**config.mk**
```make
export PLATFORM = sky130hd
export DESIGN_NAME = can_tcvr_ctrl
export DESIGN_NICKNAME = d
export VERILOG_FILES = /design/src/hw/tcvr_pkg.sv /design/src/hw/can_tcvr_ctrl.sv
export VERILOG_INCLUDE_DIRS = /design/src /design/src/hw
export SDC_FILE = /design/constraint.sdc
export NUM_CORES = 1
export LEC_CHECK = 0
export BUFFER_PORTS_ARGS = -buffer_cell sky130_fd_sc_hd__buf_2
export CORE_UTILIZATION = 40
export CTS_BUF_LIST = sky130_fd_sc_hd__clkbuf_16
export CTS_CLUSTER_SIZE = 16
export DETAILED_ROUTE_END_ITERATION = 16
export GPL_TIMING_DRIVEN = 1
export PLACE_DENSITY = 0.64
export SETUP_SLACK_MARGIN = 0.2
export SLEW_MARGIN = 15
export SYNTH_ARGS = -nofsm -noshare
export SYNTH_HDL_FRONTEND = slang
export SYNTH_SLANG_ARGS = --single-unit
```
**constraint.sdc**
```tcl
create_clock -name clk_sys -period 13.2 [get_ports clk_sys]
set_clock_uncertainty 0.05 [all_clocks]
set_input_delay 2.64 -clock clk_sys [delete_from_list [all_inputs] [get_ports clk_sys]]
set_output_delay 2.64 -clock clk_sys [all_outputs]
set_load 0.05 [all_outputs]
```
**src/hw/tcvr_cfg.svh**
```systemverilog
/*
 * Offsets, field positions, reset values and timing figures for the
 * transceiver mode and data-phase timing block.
 * Assumes a 32-bit Wishbone register window and a 50 MHz system clock.
 */
`ifndef TCVR_CFG_SVH
`define TCVR_CFG_SVH

// register byte offsets
`define REG_TCVR_MODE      8'h00
`define REG_FAST_RATE      8'h04
`define REG_CONTROL        8'h08
`define REG_STATE_REQ      8'h0c
`define REG_STATUS         8'h10
`define REG_TIMING         8'h14

// reset values
`define TCVR_MODE_RST      32'h0000_0007
`define FAST_RATE_RST      32'h0000_0000

// transceiver mode word
`define MODE_FIELD_W       3
`define MODE_BIT_PIN_A     0
`define MODE_BIT_PIN_B     1
`define MODE_BIT_SUPPORTED 2
`define MODE_FAULT_MON_BIT 31

// control word
`define CTRL_RUN_BIT       0
`define CTRL_IO_LSB        1

// status word
`define STAT_REQ_ERR_BIT   3
`define STAT_FAULT_BIT     4
`define STAT_RATE_OK_BIT   5
`define STAT_RATE_REF_BIT  6
`define STAT_BRS_BIT       7

// fast rate word
`define FORM_NUMERIC       4'h0
`define FORM_CUSTOM        4'h8
`define TQ_MIN_NS          10'd25
`define TQ_MAX_NS          10'd800
`define TQ_STEP_NS         10'd25

// clock
`define CLK_PERIOD_NS      10'd20

// accepted numeric rates and their bit lengths in clocks, rounded down
`define R_200K   28'd200000
`define R_250K   28'd250000
`define R_400K   28'd400000
`define R_500K   28'd500000
`define R_800K   28'd800000
`define R_1M     28'd1000000
`define R_1M25   28'd1250000
`define R_1M6    28'd1600000
`define R_2M     28'd2000000
`define R_2M5    28'd2500000
`define R_4M     28'd4000000
`define R_5M     28'd5000000
`define R_8M     28'd8000000
`define CLK_HZ   32'd50000000

`endif

```
**src/hw/tcvr_pkg.sv**
```systemverilog
/*
 * Types shared by the transceiver mode and data-phase timing block.
 * Assumes tcvr_cfg.svh for the numeric constants.
 */
package tcvr_pkg;

    // order gives the request codes 0..4 and the mode field index
    typedef enum logic [2:0] {
        st_normal,
        st_sleep,
        st_sw_wake,
        st_sw_fast,
        st_power_up
    } tcvr_state_e;

    // order gives the operating mode codes 0, 1, 2
    typedef enum logic [1:0] {
        io_classic,
        io_fd,
        io_fd_switched
    } io_mode_e;

    typedef struct packed {
        logic        valid;
        logic        custom;
        logic [2:0]  resync_jump_width;
        logic [4:0]  pre_seg;
        logic [3:0]  post_seg;
        logic [5:0]  prescaler;
        logic [11:0] bit_cycles;
    } fd_timing_s;

endpackage

```
**src/hw/can_tcvr_ctrl.sv**
```systemverilog
/*
 * Transceiver mode control and data-phase timing configuration, with a
 * classic Wishbone register slave.
 * Assumes one clock clk_sys at 50 MHz, the transceiver pins routed to
 * pads by the chip top, and a protocol engine using the timing outputs.
 */
// The Wishbone slave port and the register addresses are this design's own decisions.
`timescale 1ns/100ps
`include "tcvr_cfg.svh"

module can_tcvr_ctrl #(
    parameter int ADDR_W = 8
) (
    // system
    input  wire logic                 clk_sys,
    input  wire logic                 resetn,
    // wishbone slave
    input  wire logic                 wb_cyc_i,
    input  wire logic                 wb_stb_i,
    input  wire logic                 wb_we_i,
    input  wire logic [ADDR_W-1:0]    wb_adr_i,
    input  wire logic [3:0]           wb_sel_i,
    input  wire logic [31:0]          wb_dat_i,
    output logic [31:0]               wb_dat_o,
    output logic                      wb_ack_o,
    // transceiver pins
    output logic                      can_tx,
    input  wire logic                 can_rx,
    output logic                      mode_pin_a,
    output logic                      mode_pin_b,
    input  wire logic                 transceiver_fault_n,
    // protocol engine side
    input  wire logic                 tx_bit,
    output logic                      rx_bit,
    output logic                      rate_switching,
    output tcvr_pkg::fd_timing_s      data_timing
);

    if (ADDR_W < 5) begin : g_bad_addr
        $error("ADDR_W too narrow for the register map");
    end

    logic [31:0]            mode_q;
    logic [31:0]            rate_q;
    logic                   run_q;
    tcvr_pkg::io_mode_e     io_q;
    tcvr_pkg::tcvr_state_e  state_q;
    logic                   req_err_q;
    logic                   rate_ref_q;
    logic                   ack_q;
    logic [31:0]            dat_q;
    logic                   tx_q;
    logic [1:0]             sync1_q;
    logic [1:0]             sync2_q;
    logic [1:0]             sync3_q;
    logic [1:0]             filt_q;
    logic                   pin_a_q;
    logic                   pin_b_q;
    logic                   brs_q;
    tcvr_pkg::fd_timing_s   timing_q;

    // bus decode
    logic        req;
    logic        wr;
    logic [7:0]  adr;
    logic [31:0] wdat;

    assign req = wb_cyc_i & wb_stb_i & ~ack_q;
    assign wr  = req & wb_we_i;
    assign adr = 8'(wb_adr_i);

    function automatic logic [31:0] merge(input logic [31:0] old_v,
                                          input logic [31:0] new_v,
                                          input logic [3:0]  sel);
        logic [31:0] m;
        m = old_v;
        for (int b = 0; b < 4; b++) begin
            if (sel[b]) begin
                m[8*b +: 8] = new_v[8*b +: 8];
            end
        end
        return m;
    endfunction

    // pin synchronisers: bit 0 fault_n, bit 1 rx
    logic        fault_live;
    logic        rx_filt;

    always_ff @(posedge clk_sys or negedge resetn) begin
        if (!resetn) begin
            sync1_q <= 2'h3;
            sync2_q <= 2'h3;
            sync3_q <= 2'h3;
            filt_q  <= 2'h3;
        end else begin
            sync1_q <= {can_rx, transceiver_fault_n};
            sync2_q <= sync1_q;
            sync3_q <= sync2_q;
            // level moves only once two stages agree
            filt_q  <= (~(sync2_q ^ sync3_q) & sync3_q)
                     | ((sync2_q ^ sync3_q) & filt_q);
        end
    end

    assign rx_filt    = filt_q[1];
    // low means fault; ignored unless monitoring enabled
    assign fault_live = mode_q[`MODE_FAULT_MON_BIT] & ~filt_q[0];

    // serial data, registered both ways
    always_ff @(posedge clk_sys or negedge resetn) begin
        if (!resetn) begin
            tx_q <= 1'b1;
        end else begin
            tx_q <= tx_bit;
        end
    end

    // state request check
    logic [2:0]  req_code;
    logic        code_ok;
    logic        supported;
    logic [2:0]  cur_field;
    logic        wake;

    assign req_code = wb_dat_i[2:0];
    assign code_ok  = req_code <= 3'(tcvr_pkg::st_power_up);

    always_comb begin
        supported = 1'b0;
        if (req_code == 3'(tcvr_pkg::st_normal)) begin
            supported = 1'b1;
        end else if (code_ok) begin
            supported = mode_q[3*req_code + `MODE_BIT_SUPPORTED];
        end
    end

    assign wake = (state_q == tcvr_pkg::st_sleep) & ~rx_filt;

    logic wr_req;
    assign wr_req = wr & (adr == `REG_STATE_REQ) & wb_sel_i[0];

    always_ff @(posedge clk_sys or negedge resetn) begin
        if (!resetn) begin
            state_q <= tcvr_pkg::st_normal;
        end else if (wake) begin
            // remote wakeup wins over a request in the same cycle
            state_q <= tcvr_pkg::st_normal;
        end else if (wr_req && supported) begin
            state_q <= tcvr_pkg::tcvr_state_e'(req_code);
        end
    end

    logic wr_status;
    logic clr_req_err;
    logic clr_rate_ref;
    logic rate_wr;
    logic rate_refused;

    assign wr_status    = wr & (adr == `REG_STATUS) & wb_sel_i[0];
    assign clr_req_err  = wr_status & wb_dat_i[`STAT_REQ_ERR_BIT];
    assign clr_rate_ref = wr_status & wb_dat_i[`STAT_RATE_REF_BIT];
    assign rate_wr      = wr & (adr == `REG_FAST_RATE);
    assign rate_refused = rate_wr & run_q;

    // sticky flags: a new event beats a clear in the same cycle
    always_ff @(posedge clk_sys or negedge resetn) begin
        if (!resetn) begin
            req_err_q <= 1'b0;
        end else if (wr_req && !supported && !wake) begin
            req_err_q <= 1'b1;
        end else if (clr_req_err) begin
            req_err_q <= 1'b0;
        end
    end

    always_ff @(posedge clk_sys or negedge resetn) begin
        if (!resetn) begin
            rate_ref_q <= 1'b0;
        end else if (rate_refused) begin
            rate_ref_q <= 1'b1;
        end else if (clr_rate_ref) begin
            rate_ref_q <= 1'b0;
        end
    end

    // configuration registers
    always_ff @(posedge clk_sys or negedge resetn) begin
        if (!resetn) begin
            mode_q <= `TCVR_MODE_RST;
        end else if (wr && adr == `REG_TCVR_MODE) begin
            // reserved bits 30:15 kept at zero
            mode_q <= merge(mode_q, wb_dat_i, wb_sel_i)
                    & 32'h8000_7fff;
        end
    end

    always_ff @(posedge clk_sys or negedge resetn) begin
        if (!resetn) begin
            rate_q <= `FAST_RATE_RST;
        end else if (rate_wr && !run_q) begin
            rate_q <= merge(rate_q, wb_dat_i, wb_sel_i);
        end
    end

    logic wr_ctrl;
    assign wr_ctrl = wr & (adr == `REG_CONTROL) & wb_sel_i[0];

    always_ff @(posedge clk_sys or negedge resetn) begin
        if (!resetn) begin
            run_q <= 1'b0;
            io_q  <= tcvr_pkg::io_classic;
        end else if (wr_ctrl) begin
            run_q <= wb_dat_i[`CTRL_RUN_BIT];
            // mode is fixed while running; code 3 is not a mode
            if (!run_q && wb_dat_i[`CTRL_IO_LSB +: 2] != 2'h3) begin
                io_q <= tcvr_pkg::io_mode_e'(wb_dat_i[`CTRL_IO_LSB +: 2]);
            end
        end
    end

    // mode pins follow the current state's field
    assign cur_field = mode_q[3*state_q +: `MODE_FIELD_W];

    always_ff @(posedge clk_sys or negedge resetn) begin
        if (!resetn) begin
            pin_a_q <= 1'b1;
            pin_b_q <= 1'b1;
        end else begin
            pin_a_q <= cur_field[`MODE_BIT_PIN_A];
            pin_b_q <= cur_field[`MODE_BIT_PIN_B];
        end
    end

    // data-phase timing decode
    logic [3:0]  form;
    logic [1:0]  f_sjw;
    logic [3:0]  f_post;
    logic [3:0]  f_pre;
    logic [9:0]  f_tq;
    logic        cust_ok;
    logic [5:0]  presc;
    logic [11:0] num_cycles;
    logic        num_ok;
    logic [4:0]  quanta;
    tcvr_pkg::fd_timing_s timing_d;

    assign form   = rate_q[31:28];
    assign f_sjw  = rate_q[25:24];
    assign f_post = {1'b0, rate_q[22:20]};
    assign f_pre  = rate_q[19:16];
    assign f_tq   = rate_q[9:0];

    // rounded to the nearest clock, as 25 ns steps do not divide 20 ns
    assign presc  = 6'((f_tq + (`CLK_PERIOD_NS >> 1)) / `CLK_PERIOD_NS);

    assign cust_ok = (form == `FORM_CUSTOM)
                   & (rate_q[27:26] == 2'h0)
                   & (rate_q[15:10] == 6'h00)
                   & (rate_q[23] == 1'b0)
                   & (f_pre != 4'h0)
                   & (f_tq >= `TQ_MIN_NS) & (f_tq <= `TQ_MAX_NS)
                   & (f_tq % `TQ_STEP_NS == 10'd0);

    // sync quantum plus both segments, each applied plus one
    assign quanta = 5'd1 + 5'(f_pre) + 5'd1 + 5'(f_post) + 5'd1;

    always_comb begin
        num_ok     = 1'b1;
        num_cycles = 12'h000;
        case (rate_q[27:0])
            `R_200K: num_cycles = 12'(`CLK_HZ / 32'(`R_200K));
            `R_250K: num_cycles = 12'(`CLK_HZ / 32'(`R_250K));
            `R_400K: num_cycles = 12'(`CLK_HZ / 32'(`R_400K));
            `R_500K: num_cycles = 12'(`CLK_HZ / 32'(`R_500K));
            `R_800K: num_cycles = 12'(`CLK_HZ / 32'(`R_800K));
            `R_1M:   num_cycles = 12'(`CLK_HZ / 32'(`R_1M));
            `R_1M25: num_cycles = 12'(`CLK_HZ / 32'(`R_1M25));
            `R_1M6:  num_cycles = 12'(`CLK_HZ / 32'(`R_1M6));
            `R_2M:   num_cycles = 12'(`CLK_HZ / 32'(`R_2M));
            `R_2M5:  num_cycles = 12'(`CLK_HZ / 32'(`R_2M5));
            `R_4M:   num_cycles = 12'(`CLK_HZ / 32'(`R_4M));
            `R_5M:   num_cycles = 12'(`CLK_HZ / 32'(`R_5M));
            `R_8M:   num_cycles = 12'(`CLK_HZ / 32'(`R_8M));
            default: num_ok = 1'b0;
        endcase
    end

    always_comb begin
        timing_d = '0;
        if (form == `FORM_NUMERIC) begin
            timing_d.valid      = num_ok;
            timing_d.prescaler  = 6'h01;
            timing_d.bit_cycles = num_cycles;
        end else if (cust_ok) begin
            timing_d.valid      = 1'b1;
            timing_d.custom     = 1'b1;
            timing_d.resync_jump_width        = 3'(f_sjw) + 3'h1;
            timing_d.post_seg   = f_post + 4'h1;
            timing_d.pre_seg    = 5'(f_pre) + 5'h01;
            timing_d.prescaler  = presc;
            timing_d.bit_cycles = 12'(presc) * 12'(quanta);
        end
    end

    always_ff @(posedge clk_sys or negedge resetn) begin
        if (!resetn) begin
            timing_q <= '0;
            brs_q    <= 1'b0;
        end else begin
            timing_q <= timing_d;
            // fast data phase only in switched mode with a good word
            brs_q    <= (io_q == tcvr_pkg::io_fd_switched)
                      & timing_d.valid;
        end
    end

    // read mux and single-cycle acknowledge
    logic [31:0] rdat;
    logic [31:0] status;
    logic [31:0] timing_rd;

    assign status = {24'h0, brs_q, rate_ref_q, timing_q.valid,
                     fault_live, req_err_q, 3'(state_q)};

    // fields fill bits 29:0; the top two read as zero
    assign timing_rd = {2'h0, timing_q.resync_jump_width, timing_q.pre_seg,
                        timing_q.post_seg, timing_q.prescaler,
                        timing_q.bit_cycles};

    always_comb begin
        case (adr)
            // mode word is write-only and reads as zero
            `REG_FAST_RATE: rdat = rate_q;
            `REG_CONTROL:   rdat = {29'h0, 2'(io_q), run_q};
            `REG_STATE_REQ: rdat = {29'h0, 3'(state_q)};
            `REG_STATUS:    rdat = status;
            `REG_TIMING:    rdat = timing_rd;
            default:        rdat = 32'h0000_0000;
        endcase
    end

    always_ff @(posedge clk_sys or negedge resetn) begin
        if (!resetn) begin
            ack_q <= 1'b0;
            dat_q <= 32'h0000_0000;
        end else begin
            ack_q <= req;
            dat_q <= req ? rdat : 32'h0000_0000;
        end
    end

    assign wb_ack_o       = ack_q;
    assign wb_dat_o       = dat_q;
    assign can_tx         = tx_q;
    assign rx_bit         = rx_filt;
    assign mode_pin_a     = pin_a_q;
    assign mode_pin_b     = pin_b_q;
    assign rate_switching = brs_q;
    assign data_timing    = timing_q;

endmodule

```
==> reports/metrics.csv <==
stage;metric;value;unit
final_layout;FF+latch area;0.00332;mm^2
sta;Final Max Tran Viols;0;
global_routing;vias in the first global route;9341;
global_routing;met3 Use GR;5.08;%
place;Port Buf Inserts;120;
hold_path;hold worst-path end;sync2_q[1];
sta;Setup Total Neg Slack;0;ps
sta;Hold Vio Cnt, Final;0;
setup_path;Worst Path Arrival;8980;ps
cts;Resized cells post-CTS;0;
final_layout;final core utilization;46.4;%
sta;final setup fails;0;
final_layout;final std cells w/o fill;1582;
sta;RSZ-0062 raised after global routing;false;
logic_synthesis;number of enable flip-flop cells after synthesis;0;
power;Leak Pwr;5.27;nW
power;Logic pwr share;11.8;%
global_routing;GR peak layer;met2;
setup_path;r2r setup slk;4480;ps
logic_synthesis;FF+latch count, synth;132;
power;Clock Power Share;47.5;%
logic_synthesis;most instantiated cells after synthesis;dfrtp_1 (118), nand2_1 (104), nor2_1 (88), o21ai_0 (56), ha_1 (49);
global_routing;largest net degree at the start of global routing;70;
place;DP Area;0.0112;mm^2
logic_synthesis;area leader, netlist;dfrtp_1;
global_routing;met1 usage;34.6;%
sta;slew margin rel.;34.0;%
cts;Num CTS Buffers;17;
setup_path;Reg2Reg Depth;26;
global_routing;initial antenna violation count;1;
logic_synthesis;register area share after synthesis;31.7;%
cts;TritonCTS clock tree;built;
routing;vias post-DR;9606;
hold_path;Hold Crit Depth;0;
cts;hold buffers post-CTS;0;
logic_synthesis;synthesized area;0.0105;mm^2
global_routing;grt total ovfl;0;
logic_synthesis;Post-Syn Instances;1157;
logic_synthesis;Synth Warn #;0;
cts;CTS max path bufs;2;
routing;initial DRC count;1029;
die;Core ar.;0.0255;mm^2
die;# IOs;122;
status;outcome;completed;
die;Die ar.;0.0269;mm^2
routing;drt wl/cell;20.6;um
power;Net Switching;303;uW
hold_path;Hold WC Path Type;reg -> reg;
logic_synthesis;synth unique cells;121;
place;Detail Placement HPWL;24.2;mm
job;max_cap viols;0;
sta;Least-Margin Pin Slew;990;ps
power;Sequential Power Share;40.8;%
routing;Remaining DRCs;0;
sta;post-route minimum period;8720;ps
global_routing;Global Route Usage Sum;24.9;%
cts;CTS sink cnt;132;
routing;vias per std cell;6.07;
power;Max rail drop VDD;0.0000738;V
setup_path;crit path kind;reg -> reg;
logic_synthesis;syn_nets;1271;
cts;clock-pin slew on the worst setup and hold paths;70;ps
sta;period utilization;66.1;%
cts;post-CTS setup buffers;0;
routing;Final ANT Viol Nets;0;
power;Pint;709;uW
global_routing;GR Util met2;39.5;%
final_layout;layout cells sized above 1;24.5;%
logic_synthesis;fraction of registers with async set/reset;100;%
logic_synthesis;Synth Flop Type;dfrtp_1;
place;placed cell count;1549;
die;site row count;58;
power;pwr dens;85.5;mW/mm^2
logic_synthesis;Synth area leaders;dfrtp_1 (28%), ha_1 (5.8%), mux2_2 (4.1%);
cts;root buf cell;clkbuf_16;
routing;final wirelength;32.7;mm
place;dpl ws;4610;ps
power;Sw Share;29.9;%
setup_path;reg2reg start;rate_q[2];
cts;CTS HTree Levels;4;
sta;hold slack;308;ps
final_layout;final instance area;0.0118;mm^2
place;GPL Wtd Cong;0.937;
setup_path;FF-to-FF End;data_timing[10];
die;die width;164;um
setup_path;critical path required time;13460;ps
routing;drt first pass iters;6;
final_layout;Area growth, synth to finish;12.8;%
final_layout;Total Nets Final;1352;
power;Final Power;1.01;mW
setup_path;crit-path max FO;21;
die;Initial Utilization;41.2;%
sta;worst setup margin;4480;ps
logic_synthesis;Synth Area per Inst;9.06;um^2
final_layout;# fillers;2485;
sta;Max Fclk;115;MHz
setup_path;Startpoint Class;register;
logic_synthesis;count leader, synth;dfrtp_1;
die;Die H;164;um
hold_path;hold path start;sync1_q[1];
cts;Clk Latency, worst-skew pair;430;ps
global_routing;first-pass GRT wire length;51.9;mm
final_layout;Multi-input gate area;0.00659;mm^2
logic_synthesis;Yosys top cell area share;28.2;%
setup_path;CP Capture Type;register;
## cells by family after synthesis
group	after synthesis	synth area share (%)
DFF	132	31.7
xor gates and xnor gates	32	2.96
buffers and inverters	121	5.61
other	1	0.0358
and+or+nand+nor	442	22.2
adders and majority gates	64	8.52
AOI/OAI and AO/OA	311	22.6
muxes	54	6.50
## placed cells by master, fill, tap and decap left out, drive strengths merged, types with 22 or more instances in the layout
master  instances
a21oi          43
a22oi          22
and2           31
buf           134
dfrtp         118
ha             49
inv            56
mux2           41
nand2         108
nand3          46
nor2          100
nor3           40
nor4           24
o21ai          64
xnor2          23
## cell type report
class	count	area share, %
antenna	1	0.0212
clock buffer	17	3.60
clock inverter	15	1.53
inverter	49	1.55
multi-input combinational	904	55.7
sequential	132	28.1
tap	330	3.49
timing repair buffer	134	6.02
## critical path, stage by stage, from the launching register on
cell and delay, ps:
dfrtp_1 640, a21oi_1 910, nor2_1 310, o2111ai_1 470
and3_1 410, mux2i_1 520, o211ai_1 180, a31oi_2 480
a2111oi_0 230, a221oi_1 440, a31oi_1 240, o211ai_2 350
nand2_1 150, fa_1 530, fa_1 520, fa_1 540
inv_1 40, ha_1 330, a21o_1 180, a21o_1 190
a21oi_1 160, nor2_1 50, nor2_1 150, o21bai_1 80
a21oi_1 170, xnor2_1 190, nor2_4 40
## sequential cells by signal, indices dropped and copies added, names as in the netlist, named ones only
register and cells:
state_q 3, rate_q 32, mode_pin_a 1, data_timing 31, rate_ref_q 1, sync1_q 2
wb_dat_o 32, sync2_q 2, mode_q 16, rate_switching 1, io_q 2, mode_pin_b 1
can_tx 1, sync3_q 2, wb_ack_o 1, req_err_q 1, run_q 1
## power groups by stage
stage,clock network (mW),logic [mW],registers [mW]
after floorplan,0,0.0774,0.421
after global placement,0,0.116,0.420
after detailed placement,0,0.117,0.420
after CTS,0.486,0.118,0.412
after global routing,0.502,0.131,0.413
final,0.481,0.119,0.412
## how the worst max path moves through the flow
stage	from	end	slack, ps	depth (start not counted)
after floorplan	rate_q[1]	data_timing[10]	6080	29
after global placement	rate_q[2]	data_timing[10]	4900	26
after detailed placement	rate_q[2]	data_timing[10]	4610	26
after CTS	rate_q[2]	data_timing[10]	4540	26
after global routing	rate_q[2]	data_timing[10]	3740	27
final	rate_q[2]	data_timing[10]	4480	26
## routing by layer
metal	vias to the layer above	wire length, um	share of wire (%)
met4	0	515	1.6
met3	41	2480	7.6
met2	392	15100	46
met5	-	0	0
li1	4453	-	-
met1	4720	14500	44
Note: power is estimated with default switching activity, not from simulation.
